`src/logic/adc_ctrl_cfg.svh`:
```
// Purpose: Constants for the converter host control port.
// Assumes: Core clock of 20 MHz; tick counts are in master clock ticks, the idle and divider limits in core cycles.
// Notes: Field positions of the status byte live here too.
`ifndef ADC_CTRL_CFG_SVH
`define ADC_CTRL_CFG_SVH

`define RES_BITS 12
`define RES_MSB 11
`define CORE_PERIOD_NS 50
`define RST_MIN_NS 100
`define RST_MIN_CYCLES ((`RST_MIN_NS + `CORE_PERIOD_NS - 1) / `CORE_PERIOD_NS)
`define CAL_RESET_TICKS 58280
`define CAL_CNT_W 16
`define TICK_CNT_W 7
`define CONV_TICKS 7'h34
`define TRACK_TICKS 7'h0C
`define LOOP_TICKS 7'h40
`define ILV_EXTRA_TICKS 7'h14
`define ILV_CAL_CONVS 11'h7DE
`define ILV_CNT_W 11
`define EXT_IDLE_LIMIT 4'hF
`define INT_DIV_LAST 3'h4
`define STS_BUSY 0
`define STS_CAL 1
`define STS_BURST 2
`define STS_ILV 3
`define STS_BYTE_LO 4
`define STS_TRACKED 5
`define STS_PASS 6
`define STS_VALID 7

`endif

```
`src/logic/adc_ctrl_pkg.sv`:
```
// Purpose: Types shared by the converter host control port.
// Assumes: Nothing beyond the configuration header.
// Notes: Holds the sequencer state type only.
package adc_ctrl_pkg;
    typedef enum logic [1:0] {
        ST_CAL_RESET,
        ST_TRACK,
        ST_CONVERT,
        ST_CAL_BURST
    } state_e;
endpackage : adc_ctrl_pkg

```
`src/logic/adc_host_control_port.sv`:
```
// Purpose: Host control and readout port of a self-calibrating converter.
// Assumes: Host pins are synchronous to CORE_CLK_I; SAMPLE_I is the held front-end value.
// Notes: Output enables are high while the data bus is driven.
//
// Behaviour
// - Falling hold strobe enters hold and starts a conversion.
// - Chip select high: bus released, calibration request inputs ignored.
// - Requests latched at chip select rise; next fall starts or ends calibration.
// - Bus driven only while read and chip select are both low.
// - Read select high gives data, low gives status.
// - Polarity high gives offset binary, low gives straight binary.
// - Polarity may change any time after calibration without recalibrating.
// - Master reset high resets the sequencer, request latches and handshake outputs, not the bus or clock logic; host holds it 100 ns.
// - Master reset falling starts a full calibration.
// - Full bus width presents all twelve result bits at once.
// - Byte mode: high byte first, then low nibble plus zeros, alternating.
// - Status always on the low byte lanes whatever the width.
// - Interleave mode: full pass every 2014 conversions, conversions 20 ticks longer.
// - Reset calibration takes 58280 master clock ticks.
// - Conversion done falls at the end of reset calibration.
// - Loopback acquires and converts each sample in 64 master ticks, 84 in interleave mode.
// - Read select low with chip select and hold low is a software reset.
// - Burst request starts burst calibration; low request with hold high stops it.
// - Timing from master clock pin, or internal oscillator when pin is idle.
// - Burst calibration waits for a running conversion; no conversions while calibrating.
// - Conversion done high while converting, falls on data, rises on read or start.
// - Track done falls once the input has had time to be acquired.
`timescale 1ns/1ps
`include "adc_ctrl_cfg.svh"

module adc_host_control_port #(
    parameter int CAL_RESET_TICKS = `CAL_RESET_TICKS
) (
    input wire logic CORE_CLK_I,
    input wire logic RST_N_I,
    input wire logic MASTER_RESET_I,
    input wire logic MASTER_CLOCK_IN_I,
    input wire logic HOLD_N_I,
    input wire logic CS_N_I,
    input wire logic RD_N_I,
    input wire logic READ_SELECT_I,
    input wire logic BUS_WIDTH_SELECT_I,
    input wire logic POLARITY_SELECT_I,
    input wire logic BURST_CAL_REQUEST_I,
    input wire logic INTERLEAVE_CAL_REQUEST_I,
    input wire logic LOOPBACK_I,
    input wire logic [`RES_MSB:0] SAMPLE_I,
    output logic [`RES_MSB:0] DATA_O,
    output logic DATA_OE_O,
    output logic CONV_DONE_N_O,
    output logic TRACK_DONE_N_O,
    output logic CAL_ACTIVE_O
);

    adc_ctrl_pkg::state_e state_q;
    logic dev_rst;
    logic soft_rst;
    logic ext_prev_q;
    logic ext_rise;
    logic [3:0] idle_cnt_q;
    logic [2:0] div_q;
    logic tick_q;
    logic hold_prev_q;
    logic cs_prev_q;
    logic read_prev_q;
    logic read_act;
    logic hold_fall;
    logic cs_fall;
    logic read_end;
    logic rd_sel_q;
    logic burst_lat_q;
    logic ilv_lat_q;
    logic burst_pend_q;
    logic burst_stop_q;
    logic ilv_mode_q;
    logic [`CAL_CNT_W-1:0] cal_cnt_q;
    logic [`TICK_CNT_W-1:0] tcnt_q;
    logic [`TICK_CNT_W-1:0] conv_len;
    logic [`ILV_CNT_W-1:0] ilv_cnt_q;
    logic ilv_pass_q;
    logic [`RES_MSB:0] held_q;
    logic [`RES_MSB:0] result_q;
    logic [`RES_MSB:0] enc;
    logic [7:0] status;
    logic [`RES_MSB:0] bus_d;
    logic byte_lo_q;
    logic tracked;
    logic conv_start;
    logic conv_end;
    logic cal_end;

    // A read-select-low read while hold and chip select are low is a reset, not a status read.
    assign soft_rst = !HOLD_N_I && !CS_N_I && !READ_SELECT_I;
    assign dev_rst = !RST_N_I || MASTER_RESET_I || soft_rst;

    // Master clock source selection.
    assign ext_rise = MASTER_CLOCK_IN_I && !ext_prev_q;

    always_ff @(posedge CORE_CLK_I) begin
        if (!RST_N_I) begin
            ext_prev_q <= 1'b0;
            idle_cnt_q <= `EXT_IDLE_LIMIT;
            div_q <= 3'h0;
            tick_q <= 1'b0;
        end else begin
            ext_prev_q <= MASTER_CLOCK_IN_I;
            if (ext_rise) begin
                idle_cnt_q <= 4'h0;
            end else if (idle_cnt_q != `EXT_IDLE_LIMIT) begin
                idle_cnt_q <= idle_cnt_q + 4'h1;
            end
            div_q <= (div_q == `INT_DIV_LAST) ? 3'h0 : div_q + 3'h1;
            // A grounded pin never toggles, so the internal divider takes over.
            if (idle_cnt_q != `EXT_IDLE_LIMIT) begin
                tick_q <= ext_rise;
            end else begin
                tick_q <= (div_q == `INT_DIV_LAST);
            end
        end
    end

    // Host strobe edges.
    assign read_act = !CS_N_I && !RD_N_I;
    assign hold_fall = hold_prev_q && !HOLD_N_I;
    assign cs_fall = cs_prev_q && !CS_N_I;
    assign read_end = read_prev_q && !read_act;

    always_ff @(posedge CORE_CLK_I) begin
        if (!RST_N_I) begin
            hold_prev_q <= 1'b1;
            cs_prev_q <= 1'b1;
            read_prev_q <= 1'b0;
            rd_sel_q <= 1'b0;
        end else begin
            hold_prev_q <= HOLD_N_I;
            cs_prev_q <= CS_N_I;
            read_prev_q <= read_act;
            if (read_act) begin
                rd_sel_q <= READ_SELECT_I;
            end
        end
    end

    // The latches follow the pins only while selected, so the value frozen at the rise
    // of chip select is what the next fall acts on.
    always_ff @(posedge CORE_CLK_I) begin
        if (dev_rst) begin
            burst_lat_q <= 1'b0;
            ilv_lat_q <= 1'b1;
            burst_pend_q <= 1'b0;
            burst_stop_q <= 1'b0;
            ilv_mode_q <= 1'b0;
        end else begin
            if (!CS_N_I) begin
                burst_lat_q <= BURST_CAL_REQUEST_I;
                ilv_lat_q <= INTERLEAVE_CAL_REQUEST_I;
            end
            if (cs_fall) begin
                ilv_mode_q <= !ilv_lat_q;
            end
            if (cs_fall && burst_lat_q) begin
                burst_pend_q <= 1'b1;
            end else if (state_q == adc_ctrl_pkg::ST_CAL_BURST) begin
                burst_pend_q <= 1'b0;
            end
            if (cs_fall && !burst_lat_q && HOLD_N_I) begin
                burst_stop_q <= 1'b1;
            end else if (state_q != adc_ctrl_pkg::ST_CAL_BURST || burst_pend_q) begin
                burst_stop_q <= 1'b0;
            end
        end
    end

    assign conv_len = ilv_mode_q ? `CONV_TICKS + `ILV_EXTRA_TICKS : `CONV_TICKS;
    assign tracked = (state_q == adc_ctrl_pkg::ST_TRACK) && (tcnt_q >= `TRACK_TICKS);
    // Track length plus conversion length make up one loopback period.
    assign conv_start = (state_q == adc_ctrl_pkg::ST_TRACK) && !burst_pend_q
        && (hold_fall || (LOOPBACK_I && tracked));
    assign conv_end = (state_q == adc_ctrl_pkg::ST_CONVERT) && tick_q
        && (tcnt_q == conv_len - `TICK_CNT_W'(1));
    assign cal_end = (state_q == adc_ctrl_pkg::ST_CAL_RESET) && tick_q
        && (cal_cnt_q == `CAL_CNT_W'(CAL_RESET_TICKS - 1));

    // Conversion and calibration sequencer.
    always_ff @(posedge CORE_CLK_I) begin
        if (dev_rst) begin
            state_q <= adc_ctrl_pkg::ST_CAL_RESET;
            cal_cnt_q <= '0;
            tcnt_q <= '0;
        end else begin
            case (state_q)
                adc_ctrl_pkg::ST_CAL_RESET: begin
                    if (cal_end) begin
                        state_q <= adc_ctrl_pkg::ST_TRACK;
                        cal_cnt_q <= '0;
                        tcnt_q <= '0;
                    end else if (tick_q) begin
                        cal_cnt_q <= cal_cnt_q + `CAL_CNT_W'(1);
                    end
                end
                adc_ctrl_pkg::ST_TRACK: begin
                    if (burst_pend_q) begin
                        state_q <= adc_ctrl_pkg::ST_CAL_BURST;
                    end else if (conv_start) begin
                        state_q <= adc_ctrl_pkg::ST_CONVERT;
                        tcnt_q <= '0;
                    end else if (tick_q && !tracked) begin
                        tcnt_q <= tcnt_q + `TICK_CNT_W'(1);
                    end
                end
                adc_ctrl_pkg::ST_CONVERT: begin
                    // Hold edges are ignored here; burst calibration starts wait until the result is in.
                    if (conv_end) begin
                        state_q <= adc_ctrl_pkg::ST_TRACK;
                        tcnt_q <= '0;
                    end else if (tick_q) begin
                        tcnt_q <= tcnt_q + `TICK_CNT_W'(1);
                    end
                end
                adc_ctrl_pkg::ST_CAL_BURST: begin
                    if (burst_stop_q) begin
                        state_q <= adc_ctrl_pkg::ST_TRACK;
                        tcnt_q <= '0;
                    end else if (tick_q) begin
                        // Burst passes resume where the last one stopped.
                        cal_cnt_q <= (cal_cnt_q == `CAL_CNT_W'(CAL_RESET_TICKS - 1))
                            ? '0 : cal_cnt_q + `CAL_CNT_W'(1);
                    end
                end
                default: begin
                    state_q <= adc_ctrl_pkg::ST_CAL_RESET;
                end
            endcase
        end
    end

    // Sample capture, result and interleave pass counting.
    always_ff @(posedge CORE_CLK_I) begin
        if (dev_rst) begin
            held_q <= '0;
            result_q <= '0;
            ilv_cnt_q <= '0;
            ilv_pass_q <= 1'b0;
        end else begin
            if (conv_start) begin
                held_q <= SAMPLE_I;
            end
            if (conv_end) begin
                result_q <= held_q;
                if (ilv_mode_q) begin
                    if (ilv_cnt_q == `ILV_CAL_CONVS - `ILV_CNT_W'(1)) begin
                        ilv_cnt_q <= '0;
                        ilv_pass_q <= !ilv_pass_q;
                    end else begin
                        ilv_cnt_q <= ilv_cnt_q + `ILV_CNT_W'(1);
                    end
                end
            end
        end
    end

    // Handshake outputs; a falling edge from new data wins over a read in the same cycle.
    always_ff @(posedge CORE_CLK_I) begin
        if (dev_rst) begin
            CONV_DONE_N_O <= 1'b1;
            TRACK_DONE_N_O <= 1'b1;
            CAL_ACTIVE_O <= 1'b1;
            byte_lo_q <= 1'b0;
        end else begin
            if (read_end || conv_start || burst_pend_q) begin
                CONV_DONE_N_O <= 1'b1;
            end
            if (conv_end || cal_end
                || (burst_stop_q && state_q == adc_ctrl_pkg::ST_CAL_BURST)) begin
                CONV_DONE_N_O <= 1'b0;
            end
            TRACK_DONE_N_O <= !tracked;
            CAL_ACTIVE_O <= (state_q == adc_ctrl_pkg::ST_CAL_RESET)
                || (state_q == adc_ctrl_pkg::ST_CAL_BURST);
            if (conv_end) begin
                byte_lo_q <= 1'b0;
            end else if (read_end && rd_sel_q && !BUS_WIDTH_SELECT_I) begin
                byte_lo_q <= !byte_lo_q;
            end
        end
    end

    // Encoding is applied at read time, so the polarity pin can move freely.
    always_comb begin
        if (POLARITY_SELECT_I) begin
            enc = {!result_q[`RES_MSB], result_q[`RES_MSB-1:0]};
        end else if (result_q[`RES_MSB]) begin
            enc = '0;
        end else begin
            enc = {result_q[`RES_MSB-1:0], 1'b0};
        end
    end

    always_comb begin
        status = 8'h00;
        status[`STS_BUSY] = (state_q == adc_ctrl_pkg::ST_CONVERT);
        status[`STS_CAL] = CAL_ACTIVE_O;
        status[`STS_BURST] = burst_pend_q || (state_q == adc_ctrl_pkg::ST_CAL_BURST);
        status[`STS_ILV] = ilv_mode_q;
        status[`STS_BYTE_LO] = byte_lo_q;
        status[`STS_TRACKED] = !TRACK_DONE_N_O;
        status[`STS_PASS] = ilv_pass_q;
        status[`STS_VALID] = !CONV_DONE_N_O;
    end

    always_comb begin
        if (!READ_SELECT_I) begin
            bus_d = {4'h0, status};
        end else if (BUS_WIDTH_SELECT_I) begin
            bus_d = enc;
        end else if (!byte_lo_q) begin
            bus_d = {4'h0, enc[`RES_MSB:4]};
        end else begin
            bus_d = {4'h0, enc[3:0], 4'h0};
        end
    end

    always_ff @(posedge CORE_CLK_I) begin
        if (!RST_N_I) begin
            DATA_O <= '0;
            DATA_OE_O <= 1'b0;
        end else begin
            DATA_O <= bus_d;
            DATA_OE_O <= read_act;
        end
    end

    property p_bus_enable;
        @(posedge CORE_CLK_I) disable iff (!RST_N_I)
        ##1 (DATA_OE_O == $past(!CS_N_I && !RD_N_I));
    endproperty
    a_bus_enable: assert property (p_bus_enable) else $error("Bus enable wrong.");

    property p_cs_release;
        @(posedge CORE_CLK_I) disable iff (dev_rst)
        CS_N_I |=> !DATA_OE_O && $stable(burst_lat_q) && $stable(ilv_lat_q);
    endproperty
    a_cs_release: assert property (p_cs_release) else $error("Deselected port acted.");

    property p_hold_start;
        @(posedge CORE_CLK_I) disable iff (dev_rst)
        (hold_fall && state_q == adc_ctrl_pkg::ST_TRACK && !burst_pend_q)
            |=> state_q == adc_ctrl_pkg::ST_CONVERT ##1 CONV_DONE_N_O;
    endproperty
    a_hold_start: assert property (p_hold_start) else $error("Hold did not convert.");

    property p_reset_cal;
        @(posedge CORE_CLK_I) disable iff (!RST_N_I)
        $fell(MASTER_RESET_I) |-> state_q == adc_ctrl_pkg::ST_CAL_RESET && cal_cnt_q == '0;
    endproperty
    a_reset_cal: assert property (p_reset_cal) else $error("No calibration after reset.");

    property p_soft_reset;
        @(posedge CORE_CLK_I) disable iff (!RST_N_I)
        soft_rst |=> state_q == adc_ctrl_pkg::ST_CAL_RESET && CONV_DONE_N_O;
    endproperty
    a_soft_reset: assert property (p_soft_reset) else $error("Soft reset missed.");

    property p_cal_done;
        @(posedge CORE_CLK_I) disable iff (dev_rst)
        (state_q == adc_ctrl_pkg::ST_CAL_RESET && tick_q
            && cal_cnt_q == `CAL_CNT_W'(CAL_RESET_TICKS - 1))
            |=> state_q == adc_ctrl_pkg::ST_TRACK && !CONV_DONE_N_O;
    endproperty
    a_cal_done: assert property (p_cal_done) else $error("Reset cal end wrong.");

    property p_status_low;
        @(posedge CORE_CLK_I) disable iff (!RST_N_I)
        (read_act && !READ_SELECT_I) |=> DATA_O[`RES_MSB:8] == 4'h0;
    endproperty
    a_status_low: assert property (p_status_low) else $error("Status not on low lanes.");

    property p_byte_high;
        @(posedge CORE_CLK_I) disable iff (!RST_N_I)
        (READ_SELECT_I && !BUS_WIDTH_SELECT_I && !byte_lo_q)
            |=> DATA_O == {4'h0, $past(enc[`RES_MSB:4])};
    endproperty
    a_byte_high: assert property (p_byte_high) else $error("High byte wrong.");

    property p_bipolar;
        @(posedge CORE_CLK_I) disable iff (!RST_N_I)
        POLARITY_SELECT_I |-> enc[`RES_MSB] != result_q[`RES_MSB];
    endproperty
    a_bipolar: assert property (p_bipolar) else $error("Offset binary wrong.");

    property p_no_conv_in_cal;
        @(posedge CORE_CLK_I) disable iff (dev_rst)
        (state_q == adc_ctrl_pkg::ST_CAL_BURST && !burst_stop_q)
            |=> state_q != adc_ctrl_pkg::ST_CONVERT;
    endproperty
    a_no_conv_in_cal: assert property (p_no_conv_in_cal) else $error("Converted in cal.");

endmodule : adc_host_control_port

```
`config.mk`:
```
export PLATFORM = sky130hd
export DESIGN_NAME = adc_host_control_port
export DESIGN_NICKNAME = d
export VERILOG_FILES = /design/src/logic/adc_ctrl_pkg.sv /design/src/logic/adc_host_control_port.sv
export VERILOG_INCLUDE_DIRS = /design/src /design/src/logic
export SDC_FILE = /design/constraint.sdc
export NUM_CORES = 1
export LEC_CHECK = 0
export BUFFER_PORTS_ARGS = -buffer_cell sky130_fd_sc_hd__buf_2
export CORE_MARGIN = 8
export CORE_UTILIZATION = 45
export DETAILED_ROUTE_END_ITERATION = 16
export GPL_TIMING_DRIVEN = 0
export PLACE_DENSITY_LB_ADDON = 0.05
export SYNTH_ARGS = -nofsm -noshare
export SYNTH_HDL_FRONTEND = slang
export SYNTH_SLANG_ARGS = --single-unit
```
`constraint.sdc`:
```
create_clock -name CORE_CLK_I -period 2.2 [get_ports CORE_CLK_I]
set_input_delay 0.66 -clock CORE_CLK_I [delete_from_list [all_inputs] [get_ports CORE_CLK_I]]
set_output_delay 0.66 -clock CORE_CLK_I [all_outputs]
set_load 0.005 [all_outputs]
```
Word-level counts from Yosys, hierarchy flattened
Index checks and enable logic that the tools add are counted.
- register bits: 95
- bits of input ports: 25
- output and inout port bits: 16
- order comparisons: 1
- multiplexer cells: 36
- reduce and logical (&&, ||, !) cells: 63
- $add $sub $neg: 6
- bitwise gates (word level): 1
- equal/unequal tests: 19
- operator list (kind ; number):
    $mux 16 ; 5
    $mux 7 ; 8
    $mux 12 ; 3
    $pmux 16 s2 ; 1
    $pmux 7 s4 ; 1
    $logic_and 1x1->1 ; 22
    $logic_not 1->1 ; 17
    $add 16x1->16 const B ; 1
    $eq 16x16->1 const B ; 1
    $mux 8 ; 2
    $ne 2x2->1 const B ; 6
    $add 11x1->11 const B ; 1
    $eq 11x11->1 const B ; 1
    $mux 11 ; 1
    $logic_or 1x1->1 ; 10
    $mux 2 ; 5
    $reduce_bool 2->1 ; 5
    $mux 4 ; 2
    $pmux 2 s4 ; 1
    $reduce_and 4->1 ; 2
    $add 7x1->7 const B ; 1
    $eq 7x7->1 ; 1
    $ge 7x4->1 const B ; 1
    $mux 1 ; 7
    other kinds (16) ; 21

Longest topological paths before layout
- depth in word-level cells: 9
- mapped depth: 8

Worst setup path after synthesis
No wires, ideal clock.
- kind: input -> register
- start: input port CS_N_I
- end: register result_q[0]
- required time: 2072 ps
- library setup time: 128 ps
- arrival: 1760 ps
- cell stages on the path: 5
- slack: 312 ps
- cell sequence: buf_6 o311ai_0 clkbuf_8 clkbuf_1 nor2_1
- longest elaborated chain between the ends: 4
- RTL lines (item ; RTL line ; RTL):
    from (decl) ; adc_host_control_port.sv:39 ; input wire logic CS_N_I,
    $logic_not 1->1 ; -- ;
    $logic_and 1x1->1 (2 in a row) ; adc_host_control_port.sv:93 ; assign soft_rst = !HOLD_N_I && !CS_N_I && !READ_SELECT_I;
    $logic_or 1x1->1 ; adc_host_control_port.sv:94 ; assign dev_rst = !RST_N_I || MASTER_RESET_I || soft_rst;
    to (signal assigned) ; adc_host_control_port.sv:249 ; result_q <= held_q;
    to (decl) ; adc_host_control_port.sv:82 ; logic [`RES_MSB:0] result_q;
No other way between the ends.
A chain may end at the register's enable or synchronous reset.

Final worst setup path
- start: register state_q[1]
- end: register cal_cnt_q[8]
- longest elaborated chain between the ends: 5
- RTL lines (item ; RTL line ; RTL):
    from (decl) ; adc_host_control_port.sv:55 ; adc_ctrl_pkg::state_e state_q;
    from (signal assigned) ; adc_host_control_port.sv:187 ; state_q <= adc_ctrl_pkg::ST_CAL_RESET;
    from (signal assigned) ; adc_host_control_port.sv:194 ; state_q <= adc_ctrl_pkg::ST_TRACK;
    from (signal assigned) ; adc_host_control_port.sv:203 ; state_q <= adc_ctrl_pkg::ST_CAL_BURST;
    $logic_not 2->1 ; adc_host_control_port.sv:181, adc_host_control_port.sv:191 ;
    $logic_and 1x1->1 (2 in a row) ; adc_host_control_port.sv:181 ; assign cal_end = (state_q == adc_ctrl_pkg::ST_CAL_RESET) && tick_q
    $ne 3x3->1 (no line) or $mux 16 (tied branches) ; -- ;
    $reduce_and 4->1 (no line) or $pmux 16 s2 (tied branches) ; -- ;
    to (signal assigned) ; adc_host_control_port.sv:198 ; cal_cnt_q <= cal_cnt_q + `CAL_CNT_W'(1);
    to (signal assigned) ; adc_host_control_port.sv:226 ; cal_cnt_q <= (cal_cnt_q == `CAL_CNT_W'(CAL_RESET_TICKS - 1))
    to (decl) ; adc_host_control_port.sv:76 ; logic [`CAL_CNT_W-1:0] cal_cnt_q;
Parallel ways exist; a longest one is shown, timed or not.

==> impl_results.md <==
- Yosys cell types: 68
- Vias in the first global route: 3309
- Buf/Inv on CP: 0
- CP peak stage delay: 400 ps
- Skew-Pair Late Insertion Delay: 350 ps
- Wire length per cell: 14.56 um
- FF-to-FF Start: state_q[1]
- CTS tree: done
- Synthesis Warnings: 0
- Die footprint: 13170 um2
- # nets final: 570
- RePlAce Congestion: 0.7979
- Register area share after synthesis: 0.4332
- Chip Width: around 110 um
- Worst Clk Skew: roughly 9.0 ps
- Internal reg-to-reg setup slack: 110 ps
- Setup-failing EPs final: 0
- Synth Instances: ~480
- DRT iter0 DRCs: 204
- First-pass GRT wire length: 16300 um
- Core box area: 9639 um2
- Congestion Overflow GR: 0
- Highest clock rate: 0.4794 GHz
- Starting density of the core: 0.4555
- LEAKAGE: 1.930 nW
- Class of the worst hold path: reg2reg
- TritonRoute pass-1 iters: 4
- Crit path capture type: register
- Share of cells above drive strength 1: 0.1657
- Primary FF master, synth: dfxtp_1
- Initial antenna violation count: 0
- Port Buffer Count: 38
- Status: finished, final reports clean
- Inst Count DP: roughly 650
- Post-synth EDFFs: 0
- P&R area growth vs syn: 13.68%
- Worst path cell trace: ha_2, or2b_2, a21oi_4, and4_1, and3_1, xnor2_1, nor2_1
- Synth top area share: 0.4332
- Hold path start: ilv_lat_q
- H-tree depth: 3
- Post-DP HPWL: 7295 um
- CP Data Required Time: 2450 ps
- VDD IR max: ~0.00033 V
- CTS buffer count: 9
- Startpoint Class: register
- DRC violations left: 0
- WHS: 450.1 ps
- Delay-heaviest family, CP: simple AND/OR/NAND/NOR gates
- Crit. Startpoint: state_q[1]
- Most common cell after layout, fill and taps aside: dfxtp_1
- Worst Hold End: ilv_mode_q
- Slew @ Worst Pin: 528.4 ps
- Clk sink count: 95
- Setup Crit Path Kind: reg2reg
- CP max stage cell: dfxtp_1
- RSZ-0062 raised after global routing: false
- Reg2Reg Depth: 7
- Synth area leaders: dfxtp_1, mux2i_1, nor2_1, ha_1, nand2_1
- All-layer global routing usage: 0.1554
- Final Critical Period: 2086 ps
- Netlist Area Pre-Place: 4390 um2
- Syn_area_per_cell: 9.109 um2
- Final Cycle Share: 0.9481
- Fin. max-slew vios: 0
- Antenna fix cells: 0
- Max Root-Sink Buffers: 2
- Total Routed Length: 9753 um
- Hold-fix buffers, CTS: 0
- Final Hold Vio Count: 0
- Most frequent cells in the layout: dfxtp_1, nor2_1, buf_2
- CP arrival: between 2000 and 2500 ps
- Final Non-Filler Cells: 670
- Rows: 36
- Largest net degree at the start of global routing: 16
- Via density: 5.154
- Yosys top cell by area: dfxtp_1
- CTS root buf: clkbuf_8
- Hold Path Depth: 1
- Vias: about 3500
- CP max FO: 6
- Routed Antenna Nets: 0
- Relative slew slack: 0.6432
- Syn nets: 519
- FF-to-FF End: cal_cnt_q[8]
- Die extent in y: 114.8 um
- Synthesized flop and latch total: 95
- I/O pin total: a little over 40
- Ys async rst share: 0
- Cell Pwr Density: 650.5 nW/um2
- Clk slew on worst S/H paths: 90 ps
- Max capacitance violation total: 0
final cells by class:
| cell class | instances | area, um2 |
|---|---|---|
| fillers | 952 | 4648 |
| multi-input cells | 351 | 2312 |
| flip-flops and latches | 95 | 1902 |
| repair buffers | 40 | 205.2 |
| well taps | 133 | 166.4 |
| clock buffers | 10 | 137.6 |
| plain buffers | 21 | 130.1 |
| clock inverters | 5 | 81.33 |
| inverters | 15 | 56.30 |
per-stage QoR:
step,worst slack [ps],instance area [um2],TNS [ps],util,power [mW]
6_report,114.3,4991,0,0.5178,3.247
5_1_grt,13.61,4991,0,0.5178,3.403
4_1_cts,0.4148,4966,0,0.5152,3.292
3_5_place_dp,-149.6,4747,-3247,0.4925,2.022
3_3_place_gp,-109.4,4747,-3651,0.4925,2.015
2_1_floorplan,312.4,4390,0,-,1.944
routing by layer:
layer,part of all wire,track usage
met5,0,0
met1,0.51,0.2158
met3,0.047,0.03361
met2,0.43,0.2305
met4,0.013,0.05867
cell families (layout without fill, tap and decap cells):
| family | Yosys count | after routing | share of synthesized area |
|---|---|---|---|
| simple gates | 198 | 198 | 0.2314 |
| fa+ha+maj | 12 | 12 | 0.03420 |
| xor+xnor | 24 | 24 | 0.04959 |
| buf+inv | 36 | 91 | 0.04246 |
| compound gates | 86 | 86 | 0.1385 |
| flops | 95 | 95 | 0.4332 |
| mux | 31 | 31 | 0.07068 |
worst max path at each step:
stage	end	slack (ps)	depth (start not counted)
after floorplan	result_q[0]	310	5
after global placement	cal_cnt_q[4]	-110	6
after detailed placement	cal_cnt_q[4]	-150	6
after CTS	cal_cnt_q[4]	0.4	6
after global routing	cal_cnt_q[9]	10	6
final	cal_cnt_q[8]	110	7
cells in the mapped netlist (2+ instances only):
library cell   n
mux2i_1       31
a21boi_0       2
inv_1         15
o21ai_0       20
o22ai_1        3
and4b_1        2
a21oi_1       24
xnor2_1       10
xor2_1        13
o211a_1        3
o221ai_1       2
o21a_1         3
a211oi_1       2
nand2b_1       6
and4bb_2       2
nor3_1         3
or3_1          8
nand2_1       38
o211ai_1       6
and3_1        10
nor2_1        66
buf_6          5
nand3_1       21
and4_1         2
clkbuf_1      12
o21ai_2        2
dfxtp_1       95
nor2b_1        7
and2_1         3
buf_2          3
nor3b_1       10
nand4_1        6
ha_1          12
worst reg2reg max path, stage by stage (launching register included):
cell	delay, ps
dfxtp_1	400
ha_2	260
or2b_2	390
a21oi_4	240
and4_1	330
and3_1	200
xnor2_1	120
nor2_1	50
registers in the layout (all words and copies together) (netlist names), 2 cells and up:
signal / count
ilv_cnt_q: 11
idle_cnt_q: 4
result_q: 12
tcnt_q: 7
div_q: 3
cal_cnt_q: 16
state_q: 2
DATA_O: 12
held_q: 12
repair_timing:
action / in CTS / in global routing
buffers inserted: 0 / 2
gates resized for setup: 1 / 4
pin swaps: 0 / 2
setup endpoints to repair: 10 / 30
power breakdown:
part | switching, mW | internal (mW) | total (mW)
logic | 0.122 | 0.0879 | 0.210
clock network | 0.599 | 0.668 | 1.27
registers | 0.0211 | 1.75 | 1.77
Note: power is estimated with default switching activity, not from simulation.
